===== src/hw/lock_seq_pkg.sv =====
// Constants for the host-side lock-bit set sequencer of a byte-wide flash.
// Assumes the flash sits on an asynchronous SRAM-like bus driven by this block.
package lock_seq_pkg;
  // Command bytes written to the command interface.
  localparam logic [7:0] CMD_LOCK_SETUP   = 8'h60;
  localparam logic [7:0] CMD_BLOCK_CONFIRM = 8'h01;
  localparam logic [7:0] CMD_MASTER_CONFIRM = 8'hF1;
  localparam logic [7:0] CMD_READ_ARRAY   = 8'hFF;
  localparam logic [7:0] CMD_CLEAR_STATUS = 8'h50;
  localparam logic [7:0] CMD_READ_STATUS  = 8'h70;
  // Bit positions in operation_status.
  localparam int BIT_READY   = 7;
  localparam int BIT_ERASE_FAIL = 5;
  localparam int BIT_LOCK_FAIL  = 4;
  localparam int BIT_SUPPLY  = 3;
  localparam int BIT_PROTECT = 1;
  // Bus strobe timing, in ns, and cycle counts at 100 MHz.
  localparam int CLK_NS      = 10;
  localparam int STROBE_NS   = 100;
  localparam int STROBE_CYC  = (STROBE_NS + CLK_NS - 1) / CLK_NS;
  // Result codes reported to the user.
  localparam logic [2:0] RES_OK       = 3'h0;
  localparam logic [2:0] RES_SUPPLY   = 3'h1;
  localparam logic [2:0] RES_PROTECT  = 3'h2;
  localparam logic [2:0] RES_SEQUENCE = 3'h3;
  localparam logic [2:0] RES_LOCKFAIL = 3'h4;
  // Sequencer states.
  typedef enum logic [3:0] {
    ST_IDLE, ST_WR_SETUP, ST_WR_CONFIRM, ST_POLL, ST_CHECK,
    ST_WR_CLEAR, ST_WR_READ, ST_DONE
  } seq_state_t;
endpackage


===== src/hw/lock_seq_host.sv =====
// Host-side sequencer that sets block or master lock bits in a flash.
// Assumes flash pins are wired directly; inputs are synchronous to clk.
`timescale 1ns/1ps
module lock_seq_host (
  // Clock and reset.
  input  wire logic                clk,
  input  wire logic                sys_rst,
  // User command port.
  input  wire logic                startReq,
  input  wire logic                masterLock,
  input  wire logic                lastOp,
  input  wire logic [20:0]         lockAddr,
  input  wire logic                supplyOk,
  output logic                     busy,
  output logic                     doneStb,
  output logic [2:0]               result,
  output logic [7:0]               statusSeen,
  // Flash pins.
  output logic [20:0]              flashAddr,
  output logic [7:0]               dataOut,
  output logic                     dataOe,
  input  wire logic [7:0]          dataIn,
  output logic                     chipSel_n,
  output logic                     outEn_n,
  output logic                     writeEn_n,
  output logic                     reset_powerdown_n,
  input  wire logic                ready_busy_out_n
);
  import lock_seq_pkg::*;

  // ==========================================================
  // State and timing registers
  // ==========================================================
  seq_state_t   state_r;                 // Sequencer state.
  logic [7:0]   strobeCnt_r;             // Cycles left in current strobe.
  logic         phase_r;                 // Low: strobe active, high: recovery.
  logic         isRead_r;                // Current bus cycle is a read.
  logic         master_r;                // Latched master/block choice.
  logic         last_r;                  // Latched final-operation flag.
  logic [20:0]  addr_r;                  // Latched target address.
  logic         cycEnd;                  // Bus cycle completes this clock.

  assign cycEnd = phase_r && (strobeCnt_r == 8'h00);
  assign busy   = (state_r != ST_IDLE);

  // reset pin follows supply-ok while not in system reset.
  always_ff @(posedge clk) begin
    reset_powerdown_n <= !sys_rst && supplyOk;
  end

  // ==========================================================
  // Bus cycle timer: one strobe phase then one recovery phase
  // ==========================================================
  // Counts the strobe width and a matching recovery gap.
  // The check step reloads it too, so the write that follows gets a full strobe.
  always_ff @(posedge clk) begin
    if (sys_rst || state_r == ST_IDLE || state_r == ST_CHECK || state_r == ST_DONE) begin
      strobeCnt_r <= 8'(STROBE_CYC - 1);
      phase_r     <= 1'b0;
    end else if (strobeCnt_r != 8'h00) begin
      strobeCnt_r <= strobeCnt_r - 8'h01;
    end else begin
      strobeCnt_r <= 8'(STROBE_CYC - 1);
      phase_r     <= !phase_r;
    end
  end

  // ==========================================================
  // Sequencer
  // ==========================================================
  // Steps through setup, confirm, poll, check and cleanup writes.
  always_ff @(posedge clk) begin
    if (sys_rst) begin
      state_r    <= ST_IDLE;
      master_r   <= 1'b0;
      last_r     <= 1'b0;
      addr_r     <= '0;
      result     <= RES_OK;
      statusSeen <= 8'h00;
      doneStb    <= 1'b0;
    end else begin
      doneStb <= 1'b0;
      case (state_r)
        ST_IDLE: begin
          // Latch the order so the user may change its inputs afterwards.
          if (startReq) begin
            master_r <= masterLock;
            last_r   <= lastOp;
            addr_r   <= lockAddr;
            state_r  <= ST_WR_SETUP;
          end
        end
        // setup write with the lock setup command.
        ST_WR_SETUP: if (cycEnd) state_r <= ST_WR_CONFIRM;
        // confirm write selects block or master lock.
        ST_WR_CONFIRM: if (cycEnd) state_r <= ST_POLL;
        // every read now returns status; poll ready bit.
        ST_POLL: begin
          // Sample on the last strobe cycle, while the device still drives the bus.
          if (isRead_r && !phase_r && strobeCnt_r == 8'h00) begin
            statusSeen <= {dataIn[7:1], 1'b0};
          end
          // only trust lower bits once engine ready.
          if (cycEnd && statusSeen[BIT_READY] && ready_busy_out_n) begin
            state_r <= ST_CHECK;
          end
        end
        // supply fault checked first, then protect, then sequence.
        ST_CHECK: begin
          if (statusSeen[BIT_SUPPLY]) result <= RES_SUPPLY;
          // protection hit flags blocked lock attempts.
          else if (statusSeen[BIT_PROTECT]) result <= RES_PROTECT;
          // both fail bits mean improper sequence.
          else if (statusSeen[BIT_ERASE_FAIL] && statusSeen[BIT_LOCK_FAIL])
            result <= RES_SEQUENCE;
          // lock-fail bit alone means set failed.
          else if (statusSeen[BIT_LOCK_FAIL]) result <= RES_LOCKFAIL;
          else result <= RES_OK;
          // sticky errors are cleared before any retry.
          if (statusSeen[BIT_SUPPLY] || statusSeen[BIT_PROTECT] ||
              statusSeen[BIT_LOCK_FAIL] || statusSeen[BIT_ERASE_FAIL])
            state_r <= ST_WR_CLEAR;
          // status checked after each operation here.
          else if (last_r) state_r <= ST_WR_READ;
          else state_r <= ST_DONE;
        end
        // Clear the sticky error bits, then finish or return to array read.
        ST_WR_CLEAR: if (cycEnd) state_r <= last_r ? ST_WR_READ : ST_DONE;
        // final operation returns the device to array read.
        ST_WR_READ: if (cycEnd) state_r <= ST_DONE;
        // One-cycle completion pulse, then back to idle.
        ST_DONE: begin
          doneStb <= 1'b1;
          state_r <= ST_IDLE;
        end
        // Unused encodings fall back to idle.
        default: state_r <= ST_IDLE;
      endcase
    end
  end

  // ==========================================================
  // Pin drive
  // ==========================================================
  // Drives address, data and strobes for the current bus cycle.
  always_ff @(posedge clk) begin
    if (sys_rst) begin
      flashAddr <= '0;
      dataOut   <= 8'h00;
      dataOe    <= 1'b0;
      chipSel_n <= 1'b1;
      outEn_n   <= 1'b1;
      writeEn_n <= 1'b1;
      isRead_r  <= 1'b0;
    end else begin
      // Address follows the latched target for every bus cycle.
      flashAddr <= addr_r;
      isRead_r  <= (state_r == ST_POLL);
      // Write data is the command byte of the current state.
      case (state_r)
        ST_WR_SETUP:   dataOut <= CMD_LOCK_SETUP;
        ST_WR_CONFIRM: dataOut <= master_r ? CMD_MASTER_CONFIRM : CMD_BLOCK_CONFIRM;
        ST_WR_CLEAR:   dataOut <= CMD_CLEAR_STATUS;
        ST_WR_READ:    dataOut <= CMD_READ_ARRAY;
        default:       dataOut <= 8'h00;
      endcase
      // chip select only during a bus cycle; output enable is read strobe.
      chipSel_n <= !(busy && state_r != ST_CHECK && state_r != ST_DONE && !phase_r);
      outEn_n   <= !(state_r == ST_POLL && !phase_r);
      writeEn_n <= !(busy && state_r != ST_POLL && state_r != ST_CHECK &&
                     state_r != ST_DONE && !phase_r);
      // host drives data only during writes, never with reads.
      dataOe    <= busy && state_r != ST_POLL && state_r != ST_CHECK &&
                   state_r != ST_DONE;
    end
  end

  // ==========================================================
  // Assertions
  // ==========================================================
  // Bus drive and strobe checks; every strobe stays low for ten clocks.
  a_no_contention: assert property (@(posedge clk) disable iff (sys_rst)
    !(dataOe && !outEn_n)) else $error("Data driven while read strobe active.");
  a_strobe_select: assert property (@(posedge clk) disable iff (sys_rst)
    (!writeEn_n || !outEn_n) |-> !chipSel_n) else $error("Strobe without chip select.");
  a_write_width: assert property (@(posedge clk) disable iff (sys_rst)
    $fell(writeEn_n) |-> (!writeEn_n)[*8] ##1 (!writeEn_n)[*2] ##1 writeEn_n)
    else $error("Write strobe width wrong.");
  a_read_width: assert property (@(posedge clk) disable iff (sys_rst)
    $fell(outEn_n) |-> (!outEn_n)[*8] ##1 (!outEn_n)[*2] ##1 outEn_n)
    else $error("Read strobe width wrong.");
  // Command bytes of the two-write lock sequence.
  a_setup_byte: assert property (@(posedge clk) disable iff (sys_rst)
    (state_r == ST_WR_SETUP && !writeEn_n) |-> dataOut == 8'h60)
    else $error("Setup write carries wrong byte.");
  a_confirm_byte: assert property (@(posedge clk) disable iff (sys_rst)
    (state_r == ST_WR_CONFIRM && !writeEn_n) |-> dataOut == (master_r ? 8'hF1 : 8'h01))
    else $error("Confirm write carries wrong byte.");
  // Polling and the full status check.
  a_poll_ready: assert property (@(posedge clk) disable iff (sys_rst)
    $rose(state_r == ST_CHECK) |-> ($past(dataIn[7], 11) && $past(ready_busy_out_n)))
    else $error("Check entered while engine busy.");
  a_supply_first: assert property (@(posedge clk) disable iff (sys_rst)
    (state_r == ST_CHECK && statusSeen[3]) |=> result == 3'h1)
    else $error("Supply fault not reported first.");
  a_seq_error: assert property (@(posedge clk) disable iff (sys_rst)
    (state_r == ST_CHECK && statusSeen[5:3] == 3'b110 && !statusSeen[1]) |=> result == 3'h3)
    else $error("Sequence error not reported.");
  a_lock_fail: assert property (@(posedge clk) disable iff (sys_rst)
    (state_r == ST_CHECK && statusSeen[5:3] == 3'b010 && !statusSeen[1]) |=> result == 3'h4)
    else $error("Lock failure not reported.");
  a_clear_after: assert property (@(posedge clk) disable iff (sys_rst)
    (state_r == ST_CHECK && statusSeen[1]) |=> state_r == ST_WR_CLEAR)
    else $error("Error not followed by clear.");
  a_masked_bit0: assert property (@(posedge clk) disable iff (sys_rst)
    statusSeen[0] == 1'b0) else $error("Reserved status bit not masked.");
  // Main scenarios for coverage.
  c_block_ok: cover property (@(posedge clk) doneStb && result == 3'h0 && !master_r);
  c_master: cover property (@(posedge clk) doneStb && master_r);
  c_clear: cover property (@(posedge clk) state_r == ST_WR_CLEAR);
  c_supply: cover property (@(posedge clk) doneStb && result == 3'h1);
  c_sequence: cover property (@(posedge clk) doneStb && result == 3'h3);
endmodule


===== config.mk =====
export PLATFORM = sky130hd
export DESIGN_NAME = lock_seq_host
export DESIGN_NICKNAME = d
export VERILOG_FILES = /design/src/hw/lock_seq_pkg.sv /design/src/hw/lock_seq_host.sv
export SDC_FILE = /design/constraint.sdc
export NUM_CORES = 1
export LEC_CHECK = 0
export ABC_CLOCK_PERIOD_IN_PS = 3500
export BUFFER_PORTS_ARGS = -buffer_cell sky130_fd_sc_hd__buf_4
export CAP_MARGIN = 5
export CORE_UTILIZATION = 30
export DETAILED_ROUTE_END_ITERATION = 10
export GPL_TIMING_DRIVEN = 0
export PLACE_DENSITY = 0.55
export SETUP_SLACK_MARGIN = 0.2
export SLEW_MARGIN = 20
export SYNTH_ARGS = -nofsm -noshare
export SYNTH_HDL_FRONTEND = slang
export SYNTH_SLANG_ARGS = --single-unit

===== constraint.sdc =====
create_clock -name clk -period 3.5 [get_ports clk]
set_clock_uncertainty 0.2 [all_clocks]
set_input_delay 0.35 -clock clk [delete_from_list [all_inputs] [get_ports clk]]
set_output_delay 0.35 -clock clk [all_outputs]
set_load 0.01 [all_outputs]

## Word-level counts from Yosys, hierarchy flattened

Index checks and enable logic that the tools add are counted.

- Register bits: 82
- Bits of input ports: 36
- Output and inout bits: 47
- Word-level logic and storage cells: 85

- Add/sub/neg operators: 1
- Equal/unequal tests: 16
- Multiplexer cells: 16
- Bitwise gates (word level): 1
- Reduce and logical (&&, ||, !) cells: 34

Operators with widths:

| cell | number |
|---|---|
| 8-bit case mux with 4 select lines | 1 |
| 4-bit case mux with 7 select lines | 1 |
| 4-bit two-way mux | 6 |
| 4-bit by 3-bit equality test with 1-bit output, second input constant | 4 |
| 1-bit logical AND | 15 |
| 3-bit two-way mux | 4 |
| 2-bit != test, second input constant | 6 |
| 4-bit by 2-bit equality test with 1-bit output, second input constant | 2 |
| 8-bit zero test | 1 |
| 8-bit two-way mux | 1 |
| 4-bit by 3-bit != test with 1-bit output, second input constant | 2 |
| 8-bit nonzero test | 1 |
| 8-bit by 1-bit subtractor with 8-bit output, second input constant | 1 |
| 1-bit logical OR | 6 |
| 6-bit AND reduction | 1 |
| 1-bit zero test | 5 |
| 4-bit by 1-bit equality test with 1-bit output, second input constant | 1 |
| 4-bit zero test | 1 |
| 4-bit by 2-bit != test with 1-bit output, second input constant | 1 |
| 2-bit AND reduction | 2 |
| 4-bit nonzero test | 1 |
| 1-bit two-way mux | 2 |
| 2-bit two-way mux | 1 |
| 2-bit OR reduction | 1 |
| 1-bit inverter | 1 |

## Logic depth before layout (Yosys ltp)

Gate-level depths: netlist (run 1).

- Word-level depth: 6
- Gate-level depth with buffers: 6
- Mapped depth without buffers: 6

## Least setup slack after synthesis (run 1)

No wires, ideal clock.

- Kind: reg2reg
- Start point: register strobeCnt_r[0]
- End point: register statusSeen[1]
- Arrival time: 1.404 ns
- Data required time: 3.183 ns
- Slack: 1.779 ns
- Cell stages (with the launch flop): 7
- Path buffers: 0
- Cells stage by stage: dfxtp_1 inv_1 ha_1 nor3b_1 nand4_2 mux2i_1 nor2_1

- Longest elaborated chain between the ends: 3

RTL lines:

| what | RTL line | source |
|---|---|---|
| start: declaration | lock_seq_host.sv:35 | `logic [7:0] strobeCnt_r;` |
| start signal: assignment | lock_seq_host.sv:58 | `strobeCnt_r <= 8'(STROBE_CYC - 1);` |
| start signal: assignment | lock_seq_host.sv:61 | `strobeCnt_r <= strobeCnt_r - 8'h01;` |
| start signal: assignment | lock_seq_host.sv:63 | `strobeCnt_r <= 8'(STROBE_CYC - 1);` |
| 8-bit zero test | lock_seq_host.sv:100 | `if (isRead_r && !phase_r && strobeCnt_r == 8'h00) begin` |
| 1-bit logical AND | lock_seq_host.sv:100 |  |
| 2-bit AND reduction (no line) | -- |  |
| end signal: assignment | lock_seq_host.sv:101 | `statusSeen <= {dataIn[7:1], 1'b0};` |
| end: declaration | lock_seq_host.sv:17 | `output logic [7:0] statusSeen,` |

No other way between the ends.
A chain may end at the register's enable or synchronous reset.

## Final worst setup path (run 1)

- Start point: register strobeCnt_r[0]
- End point: register statusSeen[4]

Same word-level chain as after synthesis.

==> results of run 1 <==
[cell families after synthesis]
group / Yosys count / share of synthesized area, %
and+or+nand+nor: 139 / 24.5
DFF: 79 / 57.1
AOI/OAI and AO/OA: 41 / 8.31
buffers and inverters: 23 / 4.38
xor gates and xnor gates: 7 / 2.21
muxes: 7 / 2.53
adders and majority gates: 2 / 0.903
other: 1 / 0.135
[stage by stage]
| stage | total power, mW | std cells | utilization (%) | cell area (um^2) | hold WS (ps) |
|---|---|---|---|---|---|
| floorplan | 1.15 | 299 | - | 2770 | 188 |
| global placement | 1.26 | 487 | 39.6 | 3510 | 216 |
| detailed placement | 1.27 | 487 | 39.6 | 3510 | 224 |
| CTS | 2.02 | 503 | 42.1 | 3730 | 9.79 |
| global route | 2.08 | 503 | 42.1 | 3730 | 31.7 |
| finish | 1.98 | 503 | 42.1 | 3730 | 28.3 |
[state kept, by name, indices dropped and copies added, names as in the netlist, 3 cells and up]
name	flops
addr_r	21
dataOut	6
flashAddr	21
result	3
state_r	3
statusSeen	7
strobeCnt_r	8
[cell usage in the layout, fill, tap and decap left out, types with 2 or more instances in the layout]
master	instances
a21oi_1	31
and2_1	2
and3_1	2
buf_2	4
buf_4	84
buf_6	2
bufinv_16	2
clkbuf_1	9
clkbuf_8	9
clkinv_4	2
dfxtp_1	79
ha_1	2
inv_1	5
mux2i_1	7
nand2_1	61
nand2b_1	4
nand3_1	3
nand4_1	2
nor2_1	21
nor2b_1	24
nor3_1	11
o211ai_1	2
o21a_1	2
xnor2_1	3
xor2_1	4
[layout make-up]
cell class | count | area, um^2 | share of cell area [%]
repair buffers | 80 | 601 | 16.1
well taps | 108 | 135 | 3.62
flip-flops and latches | 79 | 1580 | 42.4
clock buffers | 10 | 128 | 3.42
inverters | 5 | 18.8 | 0.503
multi-input cells | 197 | 1070 | 28.7
clock inverters | 6 | 93.8 | 2.52
plain buffers | 18 | 103 | 2.75
[Yosys cell counts, types with 2 or more instances]
cell type	n	area share [%]
nand3_1	3	0.54
inv_1	5	0.68
buf_4	4	1.1
ha_1	2	0.90
buf_2	4	0.72
o211ai_1	2	0.54
mux2i_1	7	2.5
nor3_1	11	2.0
xor2_1	4	1.3
nor2b_1	24	5.4
nand4_1	2	0.45
nand2_1	61	8.3
nor2_1	21	2.8
buf_6	2	0.81
o21a_1	2	0.54
and2_1	2	0.45
clkbuf_1	8	1.1
a21oi_1	31	5.6
and3_1	2	0.45
xnor2_1	3	0.95
nand2b_1	4	0.90
dfxtp_1	79	57
[where the power goes]
group | switching (mW) | internal (mW)
clock network | 0.335 | 0.407
registers | 0.0255 | 0.954
logic | 0.139 | 0.123
total | 0.499 | 1.48
[metal layers]
metal	global-route usage, %	vias to the layer above
li1	-	1158
met1	17.8	982
met2	18.0	64
met3	2.36	12
met4	7.34	0
met5	0	-
[critical path: cells and delay by family (launching register included)]
kind	cells	cell delay [ps]
and+or+nand+nor	3	820
DFF	1	340
muxes	1	260
adders and majority gates	1	170
buffers and inverters	1	90
[final timing paths]
path	slack [ps]	endpoint	start	depth (start not counted)
max	1520	statusSeen[4]	strobeCnt_r[0]	6
min	30	reset_powerdown_n	supplyOk	2
max reg2reg	1520	statusSeen[4]	strobeCnt_r[0]	6
min reg2reg	240	strobeCnt_r[0]	strobeCnt_r[0]	1
==> results.md, run 1 <==
- Register area share after synthesis: 57.1%
- H-tree depth: 3
- Critical Path Fanout Max: 7
- Worst Path Arrival: 2020 ps
- Cell Pwr Density: 532 nW/um^2
- Ys flop type: dfxtp_1
- Fin crit share: 56.5%
- Routed WL: 6.02 mm
- Clock Sinks: 79
- Maximum vdd drop: between 0.0002 and 0.00025 V
- CP max stage cell: nand4_2
- Setup Fix Bufs, Post-CTS: 0
- Clock Tree Root: clkbuf_8
- Core area: 8850 um^2
- Measured slew at the worst slew-check pin: between 500 and 600 ps
- Post-synthesis average cell area: 9.27 um^2
- Chip width: slightly below 100 um
- Fin nets: about 430
- Port Buf Inserts: 80
- Violated checks: DRC
- Min-Delay Path Class: in2reg
- Worst-skew pair later-pin latency: 340 ps
- Routed met2 length: 2.54 mm
- GP Congestion: 0.732
- Largest net degree at the start of global routing: 15
- Worst-path cell chain: inv_1, ha_1, nor3b_1, nand4_2, mux2i_1, nor2_1
- Antenna violations before repair: 0
- Hold Buf Count CTS: 0
- I/O pin total: between 80 and 90
- Congestion Overflow GR: 0
- WL met3: 358 um
- First-pass GRT wire length: 9.48 mm
- Total GRT Usage: 12.7%
- Die area: 9630 um^2
- Antenna viol nets, final: 0
- Vias: 2216
- CTS tree: yes
- CTS buffer count: 9
- Starting density of the core: 31.3%
- Seq cells post-synth: 79
- Tmin final: around 2000 ps
- Max Cap Viol: 0
- Synthesized Nets: 337
- Final setup viols: 0
- Slowest Stage Delay on Critical Path: 400 ps
- Post-synthesis instance total: 299
- WP data required: ~3500 ps
- Rel. slew slack: 63.7%
- Status: complete, but fails checks
- CTS max path bufs: 2
- Clk slew on worst S/H paths: approximately 80 ps
- Worst slack, placed: 1490 ps
- Vias in the first global route: 1953
- Row count: 34
- Worst setup EP type: register
- Synth cell types: 38
- Max-slew violations: 0
- Avg WL per Cell: 12.0 um
- EDFF count, synth: 0
- DRC violations left: 7
- Pleak: 1.63 nW
- Average via count per standard cell: ~4.4
- Starting DRT DRC Count: 68
- Post-cts sizing count: 0
- Routed met1 length: 2.99 mm
- Die H: 98.1 um
- CP Launch Type: register
- Setup TNS: 0 ps
- YS warnings: 0
- Async SR Flop Fraction: 0%
- Diode count: 0
- Hpwl dp: 4.33 mm
- Top layer in use: met4
- Area of the mapped netlist: 2770 um^2
- Fmax: a little over 500 MHz
- Critical path class: reg2reg
- RSZ-0062 raised after global routing: no
- Filler cell count: 891
- Layout cell share with drive strength beyond 1: 27.6%
- Worst Slack Setup Final: 1520 ps
- Fin. Hold Viols: 0
- Area Growth Syn to Fin: 34.5%
- Drt first pass iters: 7
Note: power is estimated with default switching activity, not from simulation.
==> inputs of run 2 (changes only) <==
--- a/config.mk
+++ b/config.mk
@@ -5,7 +5,7 @@
 export SDC_FILE = /design/constraint.sdc
 export NUM_CORES = 1
 export LEC_CHECK = 0
-export ABC_CLOCK_PERIOD_IN_PS = 3500
+export ABC_CLOCK_PERIOD_IN_PS = 1900
 export BUFFER_PORTS_ARGS = -buffer_cell sky130_fd_sc_hd__buf_4
 export CAP_MARGIN = 5
 export CORE_UTILIZATION = 30
==> constraint.sdc (replaced) <==
create_clock -name clk -period 1.9 [get_ports clk]
set_clock_uncertainty 0.2 [all_clocks]
set_input_delay 0.19 -clock clk [delete_from_list [all_inputs] [get_ports clk]]
set_output_delay 0.19 -clock clk [all_outputs]
set_load 0.01 [all_outputs]
==> results.md, run 2 (synthesis gave the netlist of run 1 again) <==
- Critical path class: reg2reg
- Non-filler cells, final: between 500 and 600
- Avg WL per Cell: 11.8 um
- Cell Pwr Density: approximately 900 nW/um^2
- Fin. Hold Viols: 0
- Tmin final: roughly 1700 ps
- Vias in the first global route: 2247
- Measured slew at the worst slew-check pin: 588 ps
- Congestion Overflow GR: 0
- Final setup viols: 0
- Most frequent cells in the layout: buf_4 (93), dfxtp_1 (74), nand2_1 (60)
- Clk slew on worst S/H paths: roughly 80 ps
- Violated checks: DRC
- Largest net degree at the start of global routing: 17
- RSZ-0062 raised after global routing: yes
- CTS tree: yes
- Fin nets: 470
- Total power: 3.73 mW
- Setup TNS: 0 ps
- Hold Slack: 69.3 ps
- Clock Tree Root: clkbuf_8
- Most common cell after layout, fill and taps aside: buf_4
- Core Util, Final: about 48%
- GP Congestion: 0.726
- Clock Sinks: 79
- Largest regs: addr_r: 21 flops, flashAddr: 21 flops, strobeCnt_r: 8 flops
- Port Buf Inserts: 80
- H-tree depth: 3
- Critical Path Fanout Max: 6
- Rel. slew slack: 60.8%
- Layout cell share with drive strength beyond 1: a little under a third
- Fin crit share: 90.4%
- Fmax: 582 MHz
- Starting density of the core: 31.3%
- First-pass GRT wire length: approximately 11 mm
- Core area: 8850 um^2
- Maximum vdd drop: 0.000580 V
- WP data required: 1980 ps
- Starting DRT DRC Count: 83
- Drt first pass iters: 7
- Worst-skew pair later-pin latency: ~350 ps
- Die H: 98.1 um
- Pleak: about 1.8 nW
- I/O pin total: 83
- Row count: 34
- Average via count per standard cell: 4.45
- Max-slew violations: 0
- Routed WL: 6.41 mm
- Chip width: 98.1 um
- DRC violations left: 4
- Min-Delay Path Class: in2reg
- Diode count: 0
- Worst setup EP type: register
- Placed Cells: 487
- Filler cell count: 864
- Hpwl dp: 4.42 mm
- FF+latch area: 1590 um^2
- Vias: 2427
- Die area: 9630 um^2
- Worst Path Arrival: 1800 ps
- CTS max path bufs: 2
- Antenna viol nets, final: 0
- Area Growth Syn to Fin: 52.0%
- Antenna violations before repair: 0
- CTS buffer count: 9
- Footprint of the multi-input gates: 1140 um^2
- Status: complete, but fails checks
- Max Cap Viol: 0
- Total GRT Usage: between 10% and 20%
- CP Launch Type: register
[run 2: changes by cell type in the layout (fill, tap and decap cells not counted), sizes merged]
cell and change:
clkbuf -1, dlygate4sd3 +33, clkinv -1, bufinv -1, inv +3, buf +9
[run 2: per-layer routing]
layer  share of wire, %  wire length, um  track usage (%)
met5                  0                0                0
met3                5.3              339             3.79
met4                1.8              115             6.29
met2                 46             2950             21.7
met1                 47             3010             18.0
[run 2: timing repair]
item	CTS	global route
resized for setup	18	11
hold buffers	33	0
pin swaps	6	5
buffers inserted	4	5
endpoints found under the hold margin	40	0
endpoints found under the setup margin	37	38
[run 2: per-stage QoR]
step | setup slack (ps) | cell area [um^2]
2_1_floorplan | 244 | 2780
4_1_cts | 185 | 4150
6_report | 182 | 4210
3_5_place_dp | -18.4 | 3510
3_3_place_gp | 79.3 | 3510
5_1_grt | 97.9 | 4210
[run 2: layout make-up]
cell class	instances	area share, %
Clock buffer	9	2.94
Buffer	18	2.82
Clock inverter	7	2.05
Sequential cell	79	37.7
Tap cell	108	3.21
Multi-Input combinational cell	197	27.1
Inverter	5	0.446
Timing Repair Buffer	122	23.7
[run 2: power breakdown]
| group | internal, mW | total, mW | switching (mW) |
|---|---|---|---|
| clock network | 0.637 | 1.31 | 0.674 |
| registers | 1.76 | 1.81 | 0.0494 |
| logic | 0.315 | 0.606 | 0.290 |
[run 2: critical path, cell delays in order (launching register included)]
cell     delay [ps]
dfxtp_2         340
nor4_4          250
buf_4           180
nand4_1         120
or4_1           420
a21oi_1         130
[run 2: final timing paths]
path                         start         end  slack (ps)  cells past startpoint
setup / recovery    strobeCnt_r[5]  state_r[2]         180                      5
hold / removal    ready_busy_out_n  state_r[2]          70                      4
setup reg to reg    strobeCnt_r[5]  state_r[2]         180                      5
hold reg to reg         addr_r[19]  addr_r[19]         250                      2
==> inputs of run 3 (changes only) <==
--- a/config.mk
+++ b/config.mk
@@ -6,7 +6,7 @@
 export NUM_CORES = 1
 export LEC_CHECK = 0
 export ABC_CLOCK_PERIOD_IN_PS = 1900
-export BUFFER_PORTS_ARGS = -buffer_cell sky130_fd_sc_hd__buf_4
+export BUFFER_PORTS_ARGS = -buffer_cell sky130_fd_sc_hd__buf_2
 export CAP_MARGIN = 5
 export CORE_UTILIZATION = 30
 export DETAILED_ROUTE_END_ITERATION = 10
==> results.md, run 3 (synthesis gave the netlist of run 1 again) <==
- Status: complete, but fails checks
- Violated checks: DRC
- Fin crit share: 91.7%
- Final instance area: 4020 um^2
- Setup TNS: 0 ps
- I/O pin total: 83
- Worst setup EP type: register
- Hpwl dp: ~4.3 mm
- Routed WL: 6.46 mm
- Largest net degree at the start of global routing: 15
- Clock Tree Root: clkbuf_8
- FF-to-FF Start: strobeCnt_r[5]
- Pleak: 1.80 nW
- WP data required: between 1500 and 2000 ps
- Core area: 8850 um^2
- CTS buffer count: 9
- Filler cell count: 887
- Congestion Overflow GR: 0
- Clk slew on worst S/H paths: 80 ps
- Max Cap Viol: 0
- Average via count per standard cell: 4.41
- Final setup viols: 0
- Area post-placement: 3310 um^2
- Port Buf Inserts: 80
- Critical Path Fanout Max: 2
- Drt first pass iters: 7
- RSZ-0062 raised after global routing: yes
- CP max stage cell: or4_1
- DRC violations left: 4
- Routed met1 length: roughly 3.1 mm
- Placed Cells: 487
- Fmax: approximately 570 MHz
- Fin. Hold Viols: 0
- Starting density of the core: a little under a third
- Die H: 98.1 um
- Area Growth Syn to Fin: 45.0%
- GP Congestion: 0.762
- H-tree depth: 3
- Diode count: 0
- WL met3: 345 um
- Critical path class: reg2reg
- CP Launch Type: register
- Worst Path Arrival: 1820 ps
- First-pass GRT wire length: about 11 mm
- Total power: 3.85 mW
- Starting DRT DRC Count: 73
- Largest regs: addr_r: 21 flops, flashAddr: 21 flops, strobeCnt_r: 8 flops
- Total GRT Usage: between 10 and 15%
- Crit path to: state_r[2]
- Row count: 34
- Critical path startpoint: strobeCnt_r[5]
- Slowest Stage Delay on Critical Path: 540 ps
- Fin nets: about 470
- Tmin final: 1740 ps
- Most frequent cells in the layout: buf_2 (82), dfxtp_1 (75), nand2_1 (58)
- Vias: 2392
- Rel. slew slack: 59.3%
- Non-filler cells, final: about 540
- Vias in the first global route: between 2000 and 2500
- Worst slack, placed: 34.1 ps
- Top layer in use: met4
- Worst-skew pair later-pin latency: 340 ps
- R2R Path End: state_r[2]
- Hold Slack: 68.3 ps
- Min-Delay Path Class: in2reg
- Core Util, Final: 45.4%
- Layout cell share with drive strength beyond 1: between 30 and 40%
- Worst-path cell chain: nor4_4, nand4_1, or4_1, a21oi_1
- Maximum vdd drop: approximately 0.00035 V
- Routed met2 length: 2.88 mm
- CTS tree: yes
- Reg2reg path depth: 4
- Antenna violations before repair: 0
- CTS max path bufs: 2
- Most common cell after layout, fill and taps aside: buf_2
- Die area: 9630 um^2
- Avg WL per Cell: 11.9 um
- R2R setup slack: 160 ps
- Cell Pwr Density: 957 nW/um^2
- Measured slew at the worst slew-check pin: a little over 600 ps
- Antenna viol nets, final: 0
- Max-slew violations: 0
- Worst Slack Setup Final: 157 ps
- Chip width: 98.1 um
- Clock Sinks: 79
run 3: per-layer routing:
metal  vias to the layer above  GRT usage [%]
li1                       1235              -
met1                      1067           18.8
met2                        75           21.4
met3                        15           3.44
met4                         0           7.34
met5                         -              0
run 3: final cells by class:
cell class                      count  area (um^2)  area share (%)
Clock inverter                      6          116            2.90
Buffer                             18          111            2.77
Multi-Input combinational cell    197         1140            28.3
Clock buffer                       10          128            3.18
Sequential cell                    79         1590            39.5
Tap cell                          108          135            3.36
Timing Repair Buffer              120          787            19.6
Inverter                            5         18.8           0.467
run 3: power by group:
group	switching, mW	leakage (nW)	internal, mW
Clock	0.612	0.121	0.883
Combinational	0.282	1.04	0.259
Sequential	0.0503	0.644	1.76
Total	0.944	1.80	2.90
run 3: critical path: cells and delay by family, from the launching register on:
kind / cells / cell delay [ps]
AOI/OAI and AO/OA: 1 / 120
and+or+nand+nor: 3 / 1020
DFF: 1 / 340
run 3: worst min-delay path by stage:
stage	startpoint	to	cells after the start
floorplan	supplyOk	reset_powerdown_n	1
global placement	supplyOk	reset_powerdown_n	2
detailed placement	supplyOk	reset_powerdown_n	2
CTS	ready_busy_out_n	state_r[2]	4
global route	ready_busy_out_n	state_r[2]	4
finish	ready_busy_out_n	state_r[2]	4
run 3: repair_timing:
action / CTS / global route
endpoints found under the setup margin: 37 / 38
setup buffers: 6 / 1
pin swaps: 7 / 9
hold buffers: 33 / 0
endpoints found under the hold margin: 35 / 0
gates resized for setup: 14 / 12
